<file path="config.mk">
export PLATFORM = sky130hd
export DESIGN_NAME = lkp_cmd_port
export DESIGN_NICKNAME = d
export VERILOG_FILES = /design/src/hdl/lkp_pkg.sv /design/src/hdl/lkp_axil_slave.sv /design/src/hdl/lkp_cmd_port.sv
export SDC_FILE = /design/constraint.sdc
export NUM_CORES = 1
export LEC_CHECK = 0
export BUFFER_PORTS_ARGS = -buffer_cell sky130_fd_sc_hd__buf_2
export CAP_MARGIN = 20
export CORE_AREA = 4 4 144 146
export CTS_CLUSTER_SIZE = 10
export DETAILED_ROUTE_END_ITERATION = 8
export DIE_AREA = 0 0 148 150
export GPL_TIMING_DRIVEN = 0
export SYNTH_ARGS = -nofsm -noshare
export SYNTH_HDL_FRONTEND = slang
export SYNTH_HIERARCHICAL = 1
export SYNTH_SLANG_ARGS = --single-unit
</file>
<file path="constraint.sdc">
create_clock -name CORE_CLK -period 4.4 [get_ports CORE_CLK]
set_clock_uncertainty 0.1 [all_clocks]
set_input_delay 0.66 -clock CORE_CLK [delete_from_list [all_inputs] [get_ports CORE_CLK]]
set_output_delay 0.66 -clock CORE_CLK [all_outputs]
set_load 0.05 [all_outputs]
</file>
<file path="src/hdl/lkp_pkg.sv">
package lkp_pkg;

	// ----------------------------------------------------------------
	// Register map
	// ----------------------------------------------------------------
	localparam int ADDR_W = 4;
	localparam logic [ADDR_W-1:0] OFF_CMD_STATUS = 4'h0;
	localparam logic [ADDR_W-1:0] OFF_CTRL = 4'h4;
	localparam logic [ADDR_W-1:0] OFF_STATE = 4'h8;
	localparam logic [15:0] CMD_STATUS_RESET = 16'h0000;
	localparam logic CTRL_RESET = 1'h0;

	// ----------------------------------------------------------------
	// Command/status field layout
	// ----------------------------------------------------------------
	localparam int BIT_CMD_ERROR = 15;
	localparam int BIT_CMD_VALID = 14;
	localparam int BIT_CMD_PARAM = 13;
	localparam int CMD_CODE_HI = 12;
	localparam int CMD_CODE_LO = 8;
	localparam int BIT_NOTIFY_LOST = 7;
	localparam int BIT_NOTIFY_VALID = 6;
	localparam int NOTIFY_CODE_HI = 5;
	localparam int BIT_ACCEPT_ALL = 0;

	// ----------------------------------------------------------------
	// Command codes
	// ----------------------------------------------------------------
	localparam logic [4:0] CMD_STOP = 5'h00;
	localparam logic [4:0] CMD_START = 5'h01;
	localparam logic [4:0] CMD_INIT = 5'h02;
	localparam logic [4:0] CMD_TRANS = 5'h03;
	localparam logic [4:0] CMD_STATUS = 5'h04;
	localparam logic [4:0] CMD_SELFTEST = 5'h05;
	localparam logic [4:0] CMD_CONNECT = 5'h07;
	localparam logic [4:0] CMD_SIM = 5'h08;
	localparam logic [4:0] CMD_RESET = 5'h09;
	localparam logic [4:0] CMD_RIM = 5'h0a;
	localparam logic [4:0] CMD_XID = 5'h0b;
	localparam logic [4:0] CMD_CFGR = 5'h0c;
	localparam logic [4:0] CMD_TEST = 5'h0d;
	localparam logic [4:0] CMD_DISC = 5'h0e;
	localparam logic [4:0] CMD_RD = 5'h0f;

	// ----------------------------------------------------------------
	// Notification codes and pending indications
	// ----------------------------------------------------------------
	localparam logic [5:0] NTF_IM = 6'h00;
	localparam logic [5:0] NTF_CONNECT = 6'h06;
	localparam logic [5:0] NTF_RESET = 6'h08;
	localparam logic [5:0] NTF_XID = 6'h0a;
	localparam logic [5:0] NTF_TEST = 6'h0c;
	localparam logic [5:0] NTF_CFGR = 6'h0d;
	localparam logic [5:0] NTF_DISC = 6'h0e;
	localparam int IND_IM = 0;
	localparam int IND_CONNECT = 1;
	localparam int IND_RESET = 2;
	localparam int IND_XID = 3;
	localparam int IND_CFGR = 4;
	localparam int IND_TEST = 5;
	localparam int IND_W = 6;

	localparam logic [1:0] RESP_OKAY = 2'h0;
	localparam logic [1:0] RESP_SLVERR = 2'h2;

	typedef enum logic [1:0] {PH_STOPPED, PH_DISCONNECTED, PH_INFO, PH_TRANSPARENT} lkp_phase_e;
	typedef enum logic [2:0] {FR_NONE, FR_UA, FR_RIM, FR_XID, FR_CFGR, FR_TEST, FR_DM, FR_RD}
		lkp_frame_e;

	typedef struct packed {
		logic ring_reset;
		logic init_fetch;
		logic status_write;
		logic self_test;
		logic t1_start;
		logic t1_stop;
		logic link_accept;
		logic unacked_resend;
		logic unacked_discard;
		logic frame_send;
		lkp_frame_e frame_kind;
		logic frame_final;
	} lkp_action_s;

	typedef struct packed {
		logic tx_all_ones;
		logic tx_flags;
		logic rx_ignore;
		logic dma_enable;
		logic no_header;
		logic accept_all;
		logic t1_running;
	} lkp_line_s;

endpackage : lkp_pkg

</file>
<file path="src/hdl/lkp_axil_slave.sv">
`timescale 1ns/1ps
`default_nettype none
module lkp_axil_slave #(
	parameter int AW = lkp_pkg::ADDR_W
) (
	input wire logic clk,
	input wire logic rstn,
	input wire logic [AW-1:0] awaddr,
	input wire logic awvalid,
	output logic awready,
	input wire logic [31:0] wdata,
	input wire logic [3:0] wstrb,
	input wire logic wvalid,
	output logic wready,
	output logic [1:0] bresp,
	output logic bvalid,
	input wire logic bready,
	input wire logic [AW-1:0] araddr,
	input wire logic arvalid,
	output logic arready,
	output logic [31:0] rdata,
	output logic [1:0] rresp,
	output logic rvalid,
	input wire logic rready,
	output logic wr_req,
	output logic [AW-1:0] wr_addr,
	output logic [31:0] wr_data,
	output logic [3:0] wr_strb,
	input wire logic wr_err,
	output logic [AW-1:0] rd_addr,
	input wire logic [31:0] rd_data,
	input wire logic rd_err
);
	logic aw_held;
	logic w_held;
	logic ar_held;

	// Address and data may arrive in either order; the write lands once both are held
	assign wr_req = aw_held && w_held && !bvalid;

	always_ff @(posedge clk)
	begin
		if (!rstn)
		begin
			awready <= 1'b0;
			aw_held <= 1'b0;
			wr_addr <= '0;
		end
		else if (awvalid && awready)
		begin
			awready <= 1'b0;
			aw_held <= 1'b1;
			wr_addr <= awaddr;
		end
		else if (wr_req)
			aw_held <= 1'b0;
		else if (!aw_held && !bvalid)
			awready <= 1'b1;
	end

	always_ff @(posedge clk)
	begin
		if (!rstn)
		begin
			wready <= 1'b0;
			w_held <= 1'b0;
			wr_data <= '0;
			wr_strb <= '0;
		end
		else if (wvalid && wready)
		begin
			wready <= 1'b0;
			w_held <= 1'b1;
			wr_data <= wdata;
			wr_strb <= wstrb;
		end
		else if (wr_req)
			w_held <= 1'b0;
		else if (!w_held && !bvalid)
			wready <= 1'b1;
	end

	always_ff @(posedge clk)
	begin
		if (!rstn)
		begin
			bvalid <= 1'b0;
			bresp <= lkp_pkg::RESP_OKAY;
		end
		else if (wr_req)
		begin
			bvalid <= 1'b1;
			bresp <= wr_err ? lkp_pkg::RESP_SLVERR : lkp_pkg::RESP_OKAY;
		end
		else if (bready)
			bvalid <= 1'b0;
	end

	always_ff @(posedge clk)
	begin
		if (!rstn)
		begin
			arready <= 1'b0;
			ar_held <= 1'b0;
			rd_addr <= '0;
			rvalid <= 1'b0;
			rdata <= '0;
			rresp <= lkp_pkg::RESP_OKAY;
		end
		else
		begin
			if (arvalid && arready)
			begin
				arready <= 1'b0;
				ar_held <= 1'b1;
				rd_addr <= araddr;
			end
			else if (ar_held)
			begin
				ar_held <= 1'b0;
				rvalid <= 1'b1;
				rdata <= rd_err ? 32'h00000000 : rd_data;
				rresp <= rd_err ? lkp_pkg::RESP_SLVERR : lkp_pkg::RESP_OKAY;
			end
			else if (rvalid && rready)
				rvalid <= 1'b0;
			else if (!rvalid)
				arready <= 1'b1;
		end
	end
endmodule : lkp_axil_slave
`default_nettype wire

</file>
<file path="src/hdl/lkp_cmd_port.sv">
// Overview of operation
// - Conflicting command sets error bit 15; write 1 clears, reset clears.
// - Host sets valid bit 14 with a command; device clears it after processing.
// - Connect/reset parameter 0 resends unacknowledged frames, 1 discards and frees them.
// - Stop enters stopped phase, halts DMA, sends ones, ignores receive data.
// - Start enters disconnected with ring reset and flags, or information transfer.
// - Start is accepted only in stopped or transparent phase.
// - Init fetches the initialization block, valid only while stopped.
// - Transparent phase passes frames bare; accept-all skips address filtering.
// - Transparent left by stop, reset, or start to information or disconnected.
// - Status request writes status buffer, any phase, only after init.
// - Self test runs only in the stopped phase.
// - Connect response only when disconnected and after a connect indication.
// - Code 8 answers SIM with UA after IM indication; transparent starts T1.
// - Code 9 answers SNRM with UA after reset indication; transparent stops T1.
// - Code 10 sends RIM at next poll with final bit from parameter.
// - Codes 11-13 send XID, CFGR, TEST after the matching indication.
// - Code 14 sends DM then enters the disconnected phase.
// - Code 15 sends RD with final bit from parameter.
// - Notification sets valid bit 6; host clears by writing 1; reset clears.
// - Notification while valid is set raises lost bit 7; clears with valid.
//
// The implementer's own choices: register access over AXI4-Lite and the register addresses.
`timescale 1ns/1ps
`default_nettype none
module lkp_cmd_port (
	input wire logic CORE_CLK,
	input wire logic RSTN,
	input wire logic [lkp_pkg::ADDR_W-1:0] S_AXI_AWADDR,
	input wire logic S_AXI_AWVALID,
	output logic S_AXI_AWREADY,
	input wire logic [31:0] S_AXI_WDATA,
	input wire logic [3:0] S_AXI_WSTRB,
	input wire logic S_AXI_WVALID,
	output logic S_AXI_WREADY,
	output logic [1:0] S_AXI_BRESP,
	output logic S_AXI_BVALID,
	input wire logic S_AXI_BREADY,
	input wire logic [lkp_pkg::ADDR_W-1:0] S_AXI_ARADDR,
	input wire logic S_AXI_ARVALID,
	output logic S_AXI_ARREADY,
	output logic [31:0] S_AXI_RDATA,
	output logic [1:0] S_AXI_RRESP,
	output logic S_AXI_RVALID,
	input wire logic S_AXI_RREADY,
	input wire logic NOTIFY_REQ,
	input wire logic [5:0] NOTIFY_CODE,
	output var lkp_pkg::lkp_phase_e PHASE,
	output var lkp_pkg::lkp_line_s LINE,
	output var lkp_pkg::lkp_action_s ACTION
);

	// ----------------------------------------------------------------
	// Helpers
	// ----------------------------------------------------------------
	function automatic logic [lkp_pkg::IND_W-1:0] ind_of_notify(input logic [5:0] code);
		logic [lkp_pkg::IND_W-1:0] r;
		r = '0;
		unique case (code)
			lkp_pkg::NTF_IM: r[lkp_pkg::IND_IM] = 1'b1;
			lkp_pkg::NTF_CONNECT: r[lkp_pkg::IND_CONNECT] = 1'b1;
			lkp_pkg::NTF_RESET: r[lkp_pkg::IND_RESET] = 1'b1;
			lkp_pkg::NTF_XID: r[lkp_pkg::IND_XID] = 1'b1;
			lkp_pkg::NTF_CFGR: r[lkp_pkg::IND_CFGR] = 1'b1;
			lkp_pkg::NTF_TEST: r[lkp_pkg::IND_TEST] = 1'b1;
			default: r = '0;
		endcase
		return r;
	endfunction : ind_of_notify

	function automatic logic [lkp_pkg::IND_W-1:0] ind_of_cmd(input logic [4:0] code);
		logic [lkp_pkg::IND_W-1:0] r;
		r = '0;
		unique case (code)
			lkp_pkg::CMD_SIM: r[lkp_pkg::IND_IM] = 1'b1;
			lkp_pkg::CMD_CONNECT: r[lkp_pkg::IND_CONNECT] = 1'b1;
			lkp_pkg::CMD_RESET: r[lkp_pkg::IND_RESET] = 1'b1;
			lkp_pkg::CMD_XID: r[lkp_pkg::IND_XID] = 1'b1;
			lkp_pkg::CMD_CFGR: r[lkp_pkg::IND_CFGR] = 1'b1;
			lkp_pkg::CMD_TEST: r[lkp_pkg::IND_TEST] = 1'b1;
			default: r = '0;
		endcase
		return r;
	endfunction : ind_of_cmd

	// ----------------------------------------------------------------
	// Bus slave
	// ----------------------------------------------------------------
	logic wr_req;
	logic [lkp_pkg::ADDR_W-1:0] wr_addr;
	logic [31:0] wr_data;
	logic [3:0] wr_strb;
	logic wr_err;
	logic [lkp_pkg::ADDR_W-1:0] rd_addr;
	logic [31:0] rd_data;
	logic rd_err;

	lkp_axil_slave #(
		.AW(lkp_pkg::ADDR_W)
	) u_slave (
		.clk(CORE_CLK),
		.rstn(RSTN),
		.awaddr(S_AXI_AWADDR),
		.awvalid(S_AXI_AWVALID),
		.awready(S_AXI_AWREADY),
		.wdata(S_AXI_WDATA),
		.wstrb(S_AXI_WSTRB),
		.wvalid(S_AXI_WVALID),
		.wready(S_AXI_WREADY),
		.bresp(S_AXI_BRESP),
		.bvalid(S_AXI_BVALID),
		.bready(S_AXI_BREADY),
		.araddr(S_AXI_ARADDR),
		.arvalid(S_AXI_ARVALID),
		.arready(S_AXI_ARREADY),
		.rdata(S_AXI_RDATA),
		.rresp(S_AXI_RRESP),
		.rvalid(S_AXI_RVALID),
		.rready(S_AXI_RREADY),
		.wr_req(wr_req),
		.wr_addr(wr_addr),
		.wr_data(wr_data),
		.wr_strb(wr_strb),
		.wr_err(wr_err),
		.rd_addr(rd_addr),
		.rd_data(rd_data),
		.rd_err(rd_err)
	);

	// ----------------------------------------------------------------
	// Register state
	// ----------------------------------------------------------------
	logic cmd_error_flag;
	logic cmd_valid_flag;
	logic cmd_param_bit;
	logic [4:0] cmd_code;
	logic notify_lost_flag;
	logic notify_valid_flag;
	logic [5:0] notify_code;
	logic accept_all_frames;
	logic init_done;
	logic t1_running;
	logic [lkp_pkg::IND_W-1:0] ind_pending;
	lkp_pkg::lkp_phase_e phase;
	lkp_pkg::lkp_phase_e next_phase;
	lkp_pkg::lkp_action_s next_action;

	logic wr_cmd_hi;
	logic wr_cmd_lo;
	logic wr_ctrl;
	logic cmd_ok;
	logic cmd_exec;
	logic notify_clear;
	logic notify_post;
	logic in_stopped;
	logic in_trans;

	assign wr_cmd_hi = wr_req && wr_addr == lkp_pkg::OFF_CMD_STATUS && wr_strb[1];
	assign wr_cmd_lo = wr_req && wr_addr == lkp_pkg::OFF_CMD_STATUS && wr_strb[0];
	assign wr_ctrl = wr_req && wr_addr == lkp_pkg::OFF_CTRL && wr_strb[0];
	assign wr_err = !(wr_addr == lkp_pkg::OFF_CMD_STATUS || wr_addr == lkp_pkg::OFF_CTRL
		|| wr_addr == lkp_pkg::OFF_STATE);
	assign in_stopped = phase == lkp_pkg::PH_STOPPED;
	assign in_trans = phase == lkp_pkg::PH_TRANSPARENT;

	// ----------------------------------------------------------------
	// Command check
	// ----------------------------------------------------------------
	// A command is judged against the phase at the cycle it is taken
	always_comb
	begin
		unique case (cmd_code)
			lkp_pkg::CMD_STOP: cmd_ok = 1'b1;
			lkp_pkg::CMD_START: cmd_ok = in_stopped || in_trans;
			lkp_pkg::CMD_INIT: cmd_ok = in_stopped;
			lkp_pkg::CMD_TRANS: cmd_ok = 1'b1;
			lkp_pkg::CMD_STATUS: cmd_ok = init_done;
			lkp_pkg::CMD_SELFTEST: cmd_ok = in_stopped;
			lkp_pkg::CMD_CONNECT:
				cmd_ok = phase == lkp_pkg::PH_DISCONNECTED
					&& ind_pending[lkp_pkg::IND_CONNECT];
			lkp_pkg::CMD_SIM, lkp_pkg::CMD_RESET:
				cmd_ok = in_trans
					|| (!in_stopped && |(ind_pending & ind_of_cmd(cmd_code)));
			lkp_pkg::CMD_XID, lkp_pkg::CMD_CFGR, lkp_pkg::CMD_TEST:
				cmd_ok = !in_stopped && !in_trans
					&& |(ind_pending & ind_of_cmd(cmd_code));
			lkp_pkg::CMD_RIM, lkp_pkg::CMD_DISC, lkp_pkg::CMD_RD:
				cmd_ok = !in_stopped && !in_trans;
			default: cmd_ok = 1'b0;
		endcase
	end

	assign cmd_exec = cmd_valid_flag && cmd_ok;

	// ----------------------------------------------------------------
	// Phase and actions
	// ----------------------------------------------------------------
	always_comb
	begin
		next_phase = phase;
		next_action = '0;
		next_action.frame_final = cmd_param_bit;
		if (cmd_exec)
		begin
			unique case (cmd_code)
				lkp_pkg::CMD_STOP: next_phase = lkp_pkg::PH_STOPPED;
				lkp_pkg::CMD_START:
				begin
					next_phase = cmd_param_bit ? lkp_pkg::PH_INFO : lkp_pkg::PH_DISCONNECTED;
					next_action.ring_reset = !cmd_param_bit;
				end
				lkp_pkg::CMD_INIT: next_action.init_fetch = 1'b1;
				lkp_pkg::CMD_TRANS: next_phase = lkp_pkg::PH_TRANSPARENT;
				lkp_pkg::CMD_STATUS: next_action.status_write = 1'b1;
				lkp_pkg::CMD_SELFTEST: next_action.self_test = 1'b1;
				lkp_pkg::CMD_CONNECT:
				begin
					next_phase = lkp_pkg::PH_INFO;
					next_action.link_accept = 1'b1;
					next_action.unacked_resend = !cmd_param_bit;
					next_action.unacked_discard = cmd_param_bit;
				end
				lkp_pkg::CMD_SIM:
				begin
					next_action.t1_start = in_trans;
					next_action.frame_send = !in_trans;
					next_action.frame_kind = lkp_pkg::FR_UA;
					next_action.frame_final = 1'b1;
				end
				lkp_pkg::CMD_RESET:
				begin
					next_action.t1_stop = in_trans;
					next_action.frame_send = !in_trans;
					next_action.frame_kind = lkp_pkg::FR_UA;
					next_action.frame_final = 1'b1;
					next_action.unacked_resend = !in_trans && !cmd_param_bit;
					next_action.unacked_discard = !in_trans && cmd_param_bit;
				end
				lkp_pkg::CMD_RIM:
				begin
					next_action.frame_send = 1'b1;
					next_action.frame_kind = lkp_pkg::FR_RIM;
				end
				lkp_pkg::CMD_XID:
				begin
					next_action.frame_send = 1'b1;
					next_action.frame_kind = lkp_pkg::FR_XID;
				end
				lkp_pkg::CMD_CFGR:
				begin
					next_action.frame_send = 1'b1;
					next_action.frame_kind = lkp_pkg::FR_CFGR;
				end
				lkp_pkg::CMD_TEST:
				begin
					next_action.frame_send = 1'b1;
					next_action.frame_kind = lkp_pkg::FR_TEST;
				end
				lkp_pkg::CMD_DISC:
				begin
					next_action.frame_send = 1'b1;
					next_action.frame_kind = lkp_pkg::FR_DM;
					next_phase = lkp_pkg::PH_DISCONNECTED;
				end
				lkp_pkg::CMD_RD:
				begin
					next_action.frame_send = 1'b1;
					next_action.frame_kind = lkp_pkg::FR_RD;
				end
				default: next_phase = phase;
			endcase
		end
		else if (notify_post && NOTIFY_CODE == lkp_pkg::NTF_DISC && phase == lkp_pkg::PH_INFO)
			next_phase = lkp_pkg::PH_DISCONNECTED;
	end

	always_ff @(posedge CORE_CLK)
	begin
		if (!RSTN)
			phase <= lkp_pkg::PH_STOPPED;
		else
			phase <= next_phase;
	end

	always_ff @(posedge CORE_CLK)
	begin
		if (!RSTN)
			ACTION <= '0;
		else
			ACTION <= next_action;
	end

	// Line controls follow the phase being entered so they change with PHASE
	always_ff @(posedge CORE_CLK)
	begin
		if (!RSTN)
		begin
			PHASE <= lkp_pkg::PH_STOPPED;
			LINE <= '{tx_all_ones: 1'b1, rx_ignore: 1'b1, default: 1'b0};
		end
		else
		begin
			PHASE <= next_phase;
			LINE.tx_all_ones <= next_phase == lkp_pkg::PH_STOPPED;
			LINE.rx_ignore <= next_phase == lkp_pkg::PH_STOPPED;
			LINE.dma_enable <= next_phase != lkp_pkg::PH_STOPPED;
			LINE.tx_flags <= next_phase == lkp_pkg::PH_DISCONNECTED
				|| next_phase == lkp_pkg::PH_INFO;
			LINE.no_header <= next_phase == lkp_pkg::PH_TRANSPARENT;
			LINE.accept_all <= next_phase == lkp_pkg::PH_TRANSPARENT
				&& accept_all_frames;
			LINE.t1_running <= next_phase == lkp_pkg::PH_TRANSPARENT
				&& (next_action.t1_start || (t1_running && !next_action.t1_stop));
		end
	end

	always_ff @(posedge CORE_CLK)
	begin
		if (!RSTN)
			t1_running <= 1'b0;
		else if (next_phase != lkp_pkg::PH_TRANSPARENT || next_action.t1_stop)
			t1_running <= 1'b0;
		else if (next_action.t1_start)
			t1_running <= 1'b1;
	end

	// Init stays done until bus reset; a later stop does not undo the fetch
	always_ff @(posedge CORE_CLK)
	begin
		if (!RSTN)
			init_done <= 1'b0;
		else if (next_action.init_fetch)
			init_done <= 1'b1;
	end

	// ----------------------------------------------------------------
	// Command fields
	// ----------------------------------------------------------------
	// Writes to the code and parameter are dropped while a command is pending
	always_ff @(posedge CORE_CLK)
	begin
		if (!RSTN)
		begin
			cmd_valid_flag <= lkp_pkg::CMD_STATUS_RESET[lkp_pkg::BIT_CMD_VALID];
			cmd_param_bit <= lkp_pkg::CMD_STATUS_RESET[lkp_pkg::BIT_CMD_PARAM];
			cmd_code <= lkp_pkg::CMD_STATUS_RESET[lkp_pkg::CMD_CODE_HI:lkp_pkg::CMD_CODE_LO];
		end
		else if (cmd_valid_flag)
			cmd_valid_flag <= 1'b0;
		else if (wr_cmd_hi && wr_data[lkp_pkg::BIT_CMD_VALID])
		begin
			cmd_valid_flag <= 1'b1;
			cmd_param_bit <= wr_data[lkp_pkg::BIT_CMD_PARAM];
			cmd_code <= wr_data[lkp_pkg::CMD_CODE_HI:lkp_pkg::CMD_CODE_LO];
		end
	end

	// A new conflict in the clearing cycle keeps the flag set
	always_ff @(posedge CORE_CLK)
	begin
		if (!RSTN)
			cmd_error_flag <= lkp_pkg::CMD_STATUS_RESET[lkp_pkg::BIT_CMD_ERROR];
		else if (cmd_valid_flag && !cmd_ok)
			cmd_error_flag <= 1'b1;
		else if (wr_cmd_hi && wr_data[lkp_pkg::BIT_CMD_ERROR])
			cmd_error_flag <= 1'b0;
	end

	// ----------------------------------------------------------------
	// Notifications
	// ----------------------------------------------------------------
	assign notify_clear = wr_cmd_lo && wr_data[lkp_pkg::BIT_NOTIFY_VALID];
	assign notify_post = NOTIFY_REQ && (!notify_valid_flag || notify_clear);

	always_ff @(posedge CORE_CLK)
	begin
		if (!RSTN)
		begin
			notify_valid_flag <= lkp_pkg::CMD_STATUS_RESET[lkp_pkg::BIT_NOTIFY_VALID];
			notify_code <= lkp_pkg::CMD_STATUS_RESET[lkp_pkg::NOTIFY_CODE_HI:0];
		end
		else if (notify_post)
		begin
			notify_valid_flag <= 1'b1;
			notify_code <= NOTIFY_CODE;
		end
		else if (notify_clear)
			notify_valid_flag <= 1'b0;
	end

	always_ff @(posedge CORE_CLK)
	begin
		if (!RSTN)
			notify_lost_flag <= lkp_pkg::CMD_STATUS_RESET[lkp_pkg::BIT_NOTIFY_LOST];
		else if (NOTIFY_REQ && notify_valid_flag && !notify_clear)
			notify_lost_flag <= 1'b1;
		else if (notify_clear)
			notify_lost_flag <= 1'b0;
	end

	// Indications are remembered until answered or the stopped phase is entered, so responses can be checked
	always_ff @(posedge CORE_CLK)
	begin
		if (!RSTN)
			ind_pending <= '0;
		else if (next_phase == lkp_pkg::PH_STOPPED)
			ind_pending <= '0;
		else
			ind_pending <= (ind_pending & ~(cmd_exec ? ind_of_cmd(cmd_code) : '0))
				| (notify_post ? ind_of_notify(NOTIFY_CODE) : '0);
	end

	// ----------------------------------------------------------------
	// Control and read-back
	// ----------------------------------------------------------------
	always_ff @(posedge CORE_CLK)
	begin
		if (!RSTN)
			accept_all_frames <= lkp_pkg::CTRL_RESET;
		else if (wr_ctrl)
			accept_all_frames <= wr_data[lkp_pkg::BIT_ACCEPT_ALL];
	end

	always_comb
	begin
		rd_err = 1'b0;
		rd_data = 32'h00000000;
		if (rd_addr == lkp_pkg::OFF_CMD_STATUS)
			rd_data[15:0] = {cmd_error_flag, cmd_valid_flag, cmd_param_bit, cmd_code,
				notify_lost_flag, notify_valid_flag, notify_code};
		else if (rd_addr == lkp_pkg::OFF_CTRL)
			rd_data[lkp_pkg::BIT_ACCEPT_ALL] = accept_all_frames;
		else if (rd_addr == lkp_pkg::OFF_STATE)
			rd_data[9:0] = {ind_pending, t1_running, init_done, phase};
		else
			rd_err = 1'b1;
	end

endmodule : lkp_cmd_port
`default_nettype wire

</file>
* After elaboration in Yosys (flattened, before gate mapping)
Cells that the tools add are included.
** Operators by class
- Equal/unequal tests :: 31
- Mux-type cells :: 89
- Bitwise logic cells :: 12
- Reduce and logical (&&, ||, !) cells :: 85
** Operator list (count)
- 2-to-1 mux 1 bit :: 72
- equality test 5 x 4 -> 1 bit (second input constant) :: 8
- logical AND 1 bit :: 32
- equality test 6 x 4 -> 1 bit (second input constant) :: 5
- one-hot mux 4 bit (7 select lines) :: 1
- 2-to-1 mux 10 bit :: 2
- bitwise AND 6 bit :: 3
- 2-to-1 mux 6 bit :: 3
- OR reduction 2 bit :: 9
- 2-to-1 mux 16 bit :: 1
- nonzero test 2 bit :: 8
- equality test 5 x 3 -> 1 bit (second input constant) :: 3
- 2-to-1 mux 13 bit :: 1
- AND reduction 2 bit :: 6
- OR reduction 6 bit :: 2
- equality test 5 x 2 -> 1 bit (second input constant) :: 2
- logical NOT 1 bit :: 10
- 2-to-1 mux 2 bit :: 5
- one-hot mux 2 bit (5 select lines) :: 1
- 2-to-1 mux 9 bit :: 1
- equality test 2 bit (second input constant) :: 4
- equality test 4 x 3 -> 1 bit (second input constant) :: 2
- equality test 4 bit (second input constant) :: 2
- logical NOT 4 bit :: 2
- 15 further kinds :: 32
** Storage, ports and cells
- Flip-flop bits (word level) :: 117
- Bits of input ports :: 58
- Output and inout bits :: 64
- Logic and storage cells :: 262

* Longest topological paths before layout
Gate-level depths: netlist of run 1.
- Depth after elaboration :: 18
- Mapped depth :: 11
- Gate-level depth less buffers :: 9

* Hierarchy
Netlist of run 1, hierarchy kept.
** Modules (own cells, without submodules)
- lkp_axil_slave :: instances 1, cells an instance 381, area each 3353.2 sq um, sequential area each 1721.7 sq um
- lkp_cmd_port :: instances 1, cells an instance 281, area each 2418.6 sq um, sequential area each 940.9 sq um

* Worst setup path before layout of run 1
OpenSTA, ideal clock, no wires.
- Path type :: register -> register
- From :: register, netlist name PHASE[1]
- To :: register LINE[5] in the netlist's numbering
- Setup time :: 115 ps
- Arrival time :: 2676 ps
- Data required time :: 4185 ps
- Path slack :: 1509 ps
- Stages on the path, launching flop included :: 9
- Buffers on the path :: 0
- Clock period less this slack :: 2891 ps
- Cells stage by stage :: dfxtp_1 inv_1 ha_1 nand2_1 or3_4 a31oi_4 mux2_2 ha_1 and2_1
** RTL lines
- end, declared :: line lkp_cmd_port.sv:49 : output var lkp_pkg::lkp_line_s LINE,

==> flow_summary.toml, run 1 <==
[run_status]
status = "finished, final reports clean"

[critical_path]
crit_buf_inv = 0
slowest_stage = "mux2i_1"
worstSetupEndpoint = "LINE[4]$_SDFF_PN1_"
start_kind = "flip-flop"
critPathMaxFanout = 10
r2r_start = "PHASE[1]$_SDFF_PN0_"
required_ps = 4580
worstSetupPathType = "reg2reg"
startpoint = "PHASE[1]$_SDFF_PN0_"
rr_endpoint = "LINE[4]$_SDFF_PN1_"
cp.arrival_ps = 3150
cp_top_family = "compound AO/OA/AOI/OAI gates"
crit_cells = 7
worstRegToRegCells = 7
r2r_slack_ps = 1430
slowest_delay_ps = 660
critPathCaptureType = "flip-flop"
cp_cell_sequence = "ha_1 -> nor3b_1 -> a32oi_1 -> o311a_1 -> a31oi_4 -> mux2i_1 -> or2_1"

[routing]
ant_nets = 0
top_layer_used = "met4"
num_vias = 4292
drc_errors = 0
drt-met1-wl_um = 6640
wl_met3_um = 785
drt_iter0_drc = 180
wl_met2_um = 6130
drt_pass1_iterations = 4
wl_per_cell_um = 14.5
via_per_inst = 4.50
drt_wl_total_um = 13800

[final_layout]
utilization_pct = 31.4
final_common_cell = "dfxtp_1"
drive_gt1_share_pct = 22.1
final.fill_count = 2165
syn_to_final_growth_pct = 24.1
n_antenna_cell = 0
layout_common_cells = "dfxtp_1 (109), buf_2 (108), nand2_1 (96), o21ai_0 (33), nand4b_1 (32)"
final_nets = 747

[clock_tree]
numCtsBuffers = 9
cts.clk_slew.worst_paths_ps = 70
insertion_delay_ps = 360
holdBufCountCts = 0
cts_root_buffer = "clkbuf_16"
post_cts_buffers = 0
clockBufferDepth = 2
clock-sinks = 109
ctsResizeCount = 0
cts.htree.levels = 3
cts_tree = "built"

[placement]
port_buffers = 94
gp_congestion = 0.869
dp_hpwl_um = 10700

[hold_path]
min_path_type = "reg2reg"

[power]
swShare_pct = 24.3
p_int_mw = 1.58
p_total_mw = 2.09
leakage_nw = 2.46
max-vdd-ir-drop_mv = 0.163
pwr-share-comb_pct = 9.3
p_clk_share_pct = 41.4
power.density_mw_per_mm2 = 342
p_switching_mw = 0.508
seqPwrFrac_pct = 49.3

[timing]
drv_slew = 0
tns_ps = 0
final-hold-violation-count = 0
setup_violations = 0
tightest_slew_ps = 1130
relSlewSlack_pct = 24.3
finalCritPeriodShare_pct = 67.5
timing.fmax_ghz = 0.337
rsz0062_at_grt = "no"
fin_crit_ps = 2970

[floorplan]
dieArea_mm2 = 0.0222
initial_core_util_pct = 25.3
dieWidth_um = 148
die_height_um = 150
row_count = 51
ios = 122
placeableCoreArea_mm2 = 0.0194

[global_route]
grt_pass1_wl_um = 22300
antenna_found_initial = 0
grt_pass1_vias = 4273
gr-total-overflow = 0
grt_use_total_pct = 12.6
grt_max_degree = 18

[synthesis]
ys_warn_count = 6
syn_inst = 563
synth_area_per_cell_um2 = 8.73
syn_area_mm2 = 0.00491

[flow_run]
maxCapViolCount = 0
-- worst reg2reg max path: cells and delay by family, from the launching register on --
| kind | cells | cell delay [ps] |
|---|---|---|
| AOI/OAI and AO/OA | 3 | 680 |
| DFF | 1 | 590 |
| and+or+nand+nor | 2 | 530 |
| muxes | 1 | 660 |
| adders and majority gates | 1 | 320 |
-- flip-flops by register name, summed over array words and instances (netlist names), 4 cells and up --
signal and count:
u_slave/rdata 32, LINE 6, ACTION 14, u_slave/wr_addr 4, notify_code 6, u_slave/wr_data 10
u_slave/rd_addr 4, cmd_code 5, ind_pending 6
-- per-stage QoR --
stage	setup WS [ps]	std cells	hold WS, ps	instance area (um2)
4_1_cts	1460	954	353	6100
2_1_floorplan	1510	579	336	4970
3_3_place_gp	1460	938	336	5780
3_5_place_dp	1480	938	343	5780
6_report	1430	954	348	6100
5_1_grt	1180	954	379	6100
-- worst min path at each step --
stage / start / end / slack [ps] / cells past startpoint
finish: u_slave/rdata[15]$_SDFFE_PN0P_ / u_slave/rdata[15]$_SDFFE_PN0P_ / 350 / 2
CTS: u_slave/rdata[15]$_SDFFE_PN0P_ / u_slave/rdata[15]$_SDFFE_PN0P_ / 350 / 2
global route: u_slave/rdata[0]$_SDFFE_PN0P_ / u_slave/rdata[0]$_SDFFE_PN0P_ / 380 / 2
detailed placement: u_slave/rdata[15]$_SDFFE_PN0P_ / u_slave/rdata[15]$_SDFFE_PN0P_ / 340 / 2
floorplan: notify_code[0]$_SDFFE_PN0P_ / notify_code[0]$_SDFFE_PN0P_ / 340 / 2
global placement: u_slave/rdata[15]$_SDFFE_PN0P_ / u_slave/rdata[15]$_SDFFE_PN0P_ / 340 / 2
-- metal layers --
layer | vias to the layer above | global-route usage, %
li1 | 2202 | -
met1 | 1969 | 16.5
met2 | 103 | 20.4
met3 | 18 | 3.09
met4 | 0 | 4.48
met5 | - | 0
-- power groups by stage --
stage	registers, mW	clock network [mW]	logic [mW]
finish	1.03	0.864	0.194
global route	1.03	0.929	0.216
CTS	1.03	0.896	0.197
detailed placement	1.05	0	0.196
global placement	1.05	0	0.194
floorplan	1.08	0	0.107
-- final cells by class --
class	instances	area [um2]	area share [%]
Timing Repair Buffer	94	470	7.71
Sequential cell	109	2180	35.8
Buffer	47	278	4.55
Clock inverter	6	87.6	1.44
Multi-Input combinational cell	409	2470	40.5
Tap cell	265	332	5.44
Inverter	14	52.6	0.862
Clock buffer	10	229	3.75
Note: power is estimated with default switching activity, not from simulation.
==> inputs of run 2 (changes only) <==
==> constraint.sdc (replaced) <==
create_clock -name CORE_CLK -period 2.55 [get_ports CORE_CLK]
set_clock_uncertainty 0.1 [all_clocks]
set_input_delay 0.3825 -clock CORE_CLK [delete_from_list [all_inputs] [get_ports CORE_CLK]]
set_output_delay 0.3825 -clock CORE_CLK [all_outputs]
set_load 0.05 [all_outputs]
==> flow_summary.toml, run 2 (synthesis results as in run 1) <==
[final_layout]
reg.largest.list = "u_slave/rdata x32, ACTION x14, u_slave/wr_data x10"
utilization_pct = 32.3
final_common_cell = "buf_2"
largest_register_ffs = 32
stdcell_count = 964
layout_common_cells = "buf_2 (106), dfxtp_1 (105), nand2_1 (95), o21ai_0 (33), nand4b_1 (32)"
drive_gt1_share_pct = 26.7
final.fill_count = 2123
syn_to_final_growth_pct = 27.4
top_register = "u_slave/rdata"
final_nets = 755

[placement]
gp_congestion = 0.898
post-place-cells = 938
dp_hpwl_um = 10700
port_buffers = 94

[clock_tree]
insertion_delay_ps = 360
clock-sinks = 109
cts_root_buffer = "clkbuf_16"
holdBufCountCts = 0
numCtsBuffers = 9
cts.htree.levels = 3
cts_tree = "built"
cts.clk_slew.worst_paths_ps = 70
clockBufferDepth = 2

[floorplan]
dieArea_mm2 = 0.0222
placeableCoreArea_mm2 = 0.0194
initial_core_util_pct = 25.3
ios = 122
dieWidth_um = 148
die_height_um = 150
row_count = 51

[flow_run]
maxCapViolCount = 0

[power]
max-vdd-ir-drop_mv = 0.253
power.density_mw_per_mm2 = 555
leakage_nw = 2.51

[routing]
wl_per_cell_um = 14.6
num_vias = 4340
drc_errors = 0
via_per_inst = 4.50
drt_wl_total_um = 14000
drt_iter0_drc = 180
ant_nets = 0
drt_pass1_iterations = 5

[timing]
relSlewSlack_pct = 23.6
timing.fmax_ghz = 0.395
fin_crit_ps = 2530
setup_violations = 0
tightest_slew_ps = 1140
finalCritPeriodShare_pct = 99.2
drv_slew = 0
rsz0062_at_grt = "yes"
final-hold-violation-count = 0

[critical_path]
worstRegToRegCells = 9
required_ps = 2710
r2r_slack_ps = 20
critPathMaxFanout = 8
cp.arrival_ps = 2690
rr_endpoint = "LINE[5]$_SDFF_PN0_"
startpoint = "PHASE[0]$_SDFF_PN0_"
start_kind = "flip-flop"
r2r_start = "PHASE[0]$_SDFF_PN0_"
critPathCaptureType = "flip-flop"
worstSetupPathType = "reg2reg"
worstSetupEndpoint = "LINE[5]$_SDFF_PN0_"

[global_route]
gr-total-overflow = 0
grt_max_degree = 19
grt_use_total_pct = 12.4
grt_pass1_wl_um = 21800
grt_pass1_vias = 4120
antenna_found_initial = 3

[hold_path]
worstHoldStart = "S_AXI_WDATA[15]"
min_path_type = "in2reg"

[run_status]
status = "finished, final reports clean"
[run 2: per-layer routing]
layer	GRT usage (%)	routed length, um	part of all wire (%)
met5	0	12	0.086
met4	3.70	96	0.68
met3	3.88	880	6.3
met2	19.4	6310	45
met1	16.4	6730	48
[run 2: report_power, final]
group,switching [mW],internal [mW]
sequential,0.0313,1.74
clock,0.666,0.695
combinational,0.219,0.125
total,0.917,2.56
[run 2: worst max-delay path, stage by stage (launching register included)]
cell and delay, ps:
dfxtp_4 390, inv_4 90, ha_4 150, nand2_1 50
a22o_1 200, o311a_1 390, a31oi_4 290, mux2_4 340
ha_1 270, and2_4 160
[run 2: through the flow]
step	setup WS, ps	hold slack (ps)	instance area, um2	power (mW)	setup TNS (ps)
finish	20.4	169	6260	3.48	0
global route	-69.9	168	6260	3.64	-185
CTS	13.0	154	6160	3.54	0
detailed placement	-256	338	5820	2.15	-2000
global placement	-274	335	5820	2.15	-2130
floorplan	-8.35	336	5020	2.05	-8.35
[run 2: area by class of cell]
type | instances | area [um2] | share of cell area, %
tap | 265 | 332 | 5.29
multi-input combinational | 409 | 2570 | 41.1
buffer | 46 | 280 | 4.47
timing repair buffer | 103 | 538 | 8.59
sequential | 109 | 2190 | 35.0
inverter | 14 | 57.6 | 0.919
clock inverter | 6 | 46.3 | 0.739
antenna | 2 | 5.00 | 0.0799
clock buffer | 10 | 239 | 3.82
[run 2: what timing repair did]
item,CTS,global route
pin swaps,3,6
setup endpoints to repair,11,23
gates resized for setup,7,19
setup buffers,6,3
[run 2: worst min path at each step]
| stage | to | slack [ps] | depth (start not counted) |
|---|---|---|---|
| final | u_slave/wr_data[15]$_SDFFE_PN0P_ | 170 | 3 |
| after global routing | u_slave/wr_data[0]$_SDFFE_PN0P_ | 170 | 3 |
| after CTS | u_slave/wr_data[15]$_SDFFE_PN0P_ | 150 | 3 |
| after detailed placement | u_slave/rdata[16]$_SDFFE_PN0P_ | 340 | 2 |
| after global placement | u_slave/rdata[16]$_SDFFE_PN0P_ | 330 | 2 |
| after floorplan | notify_code[0]$_SDFFE_PN0P_ | 340 | 2 |
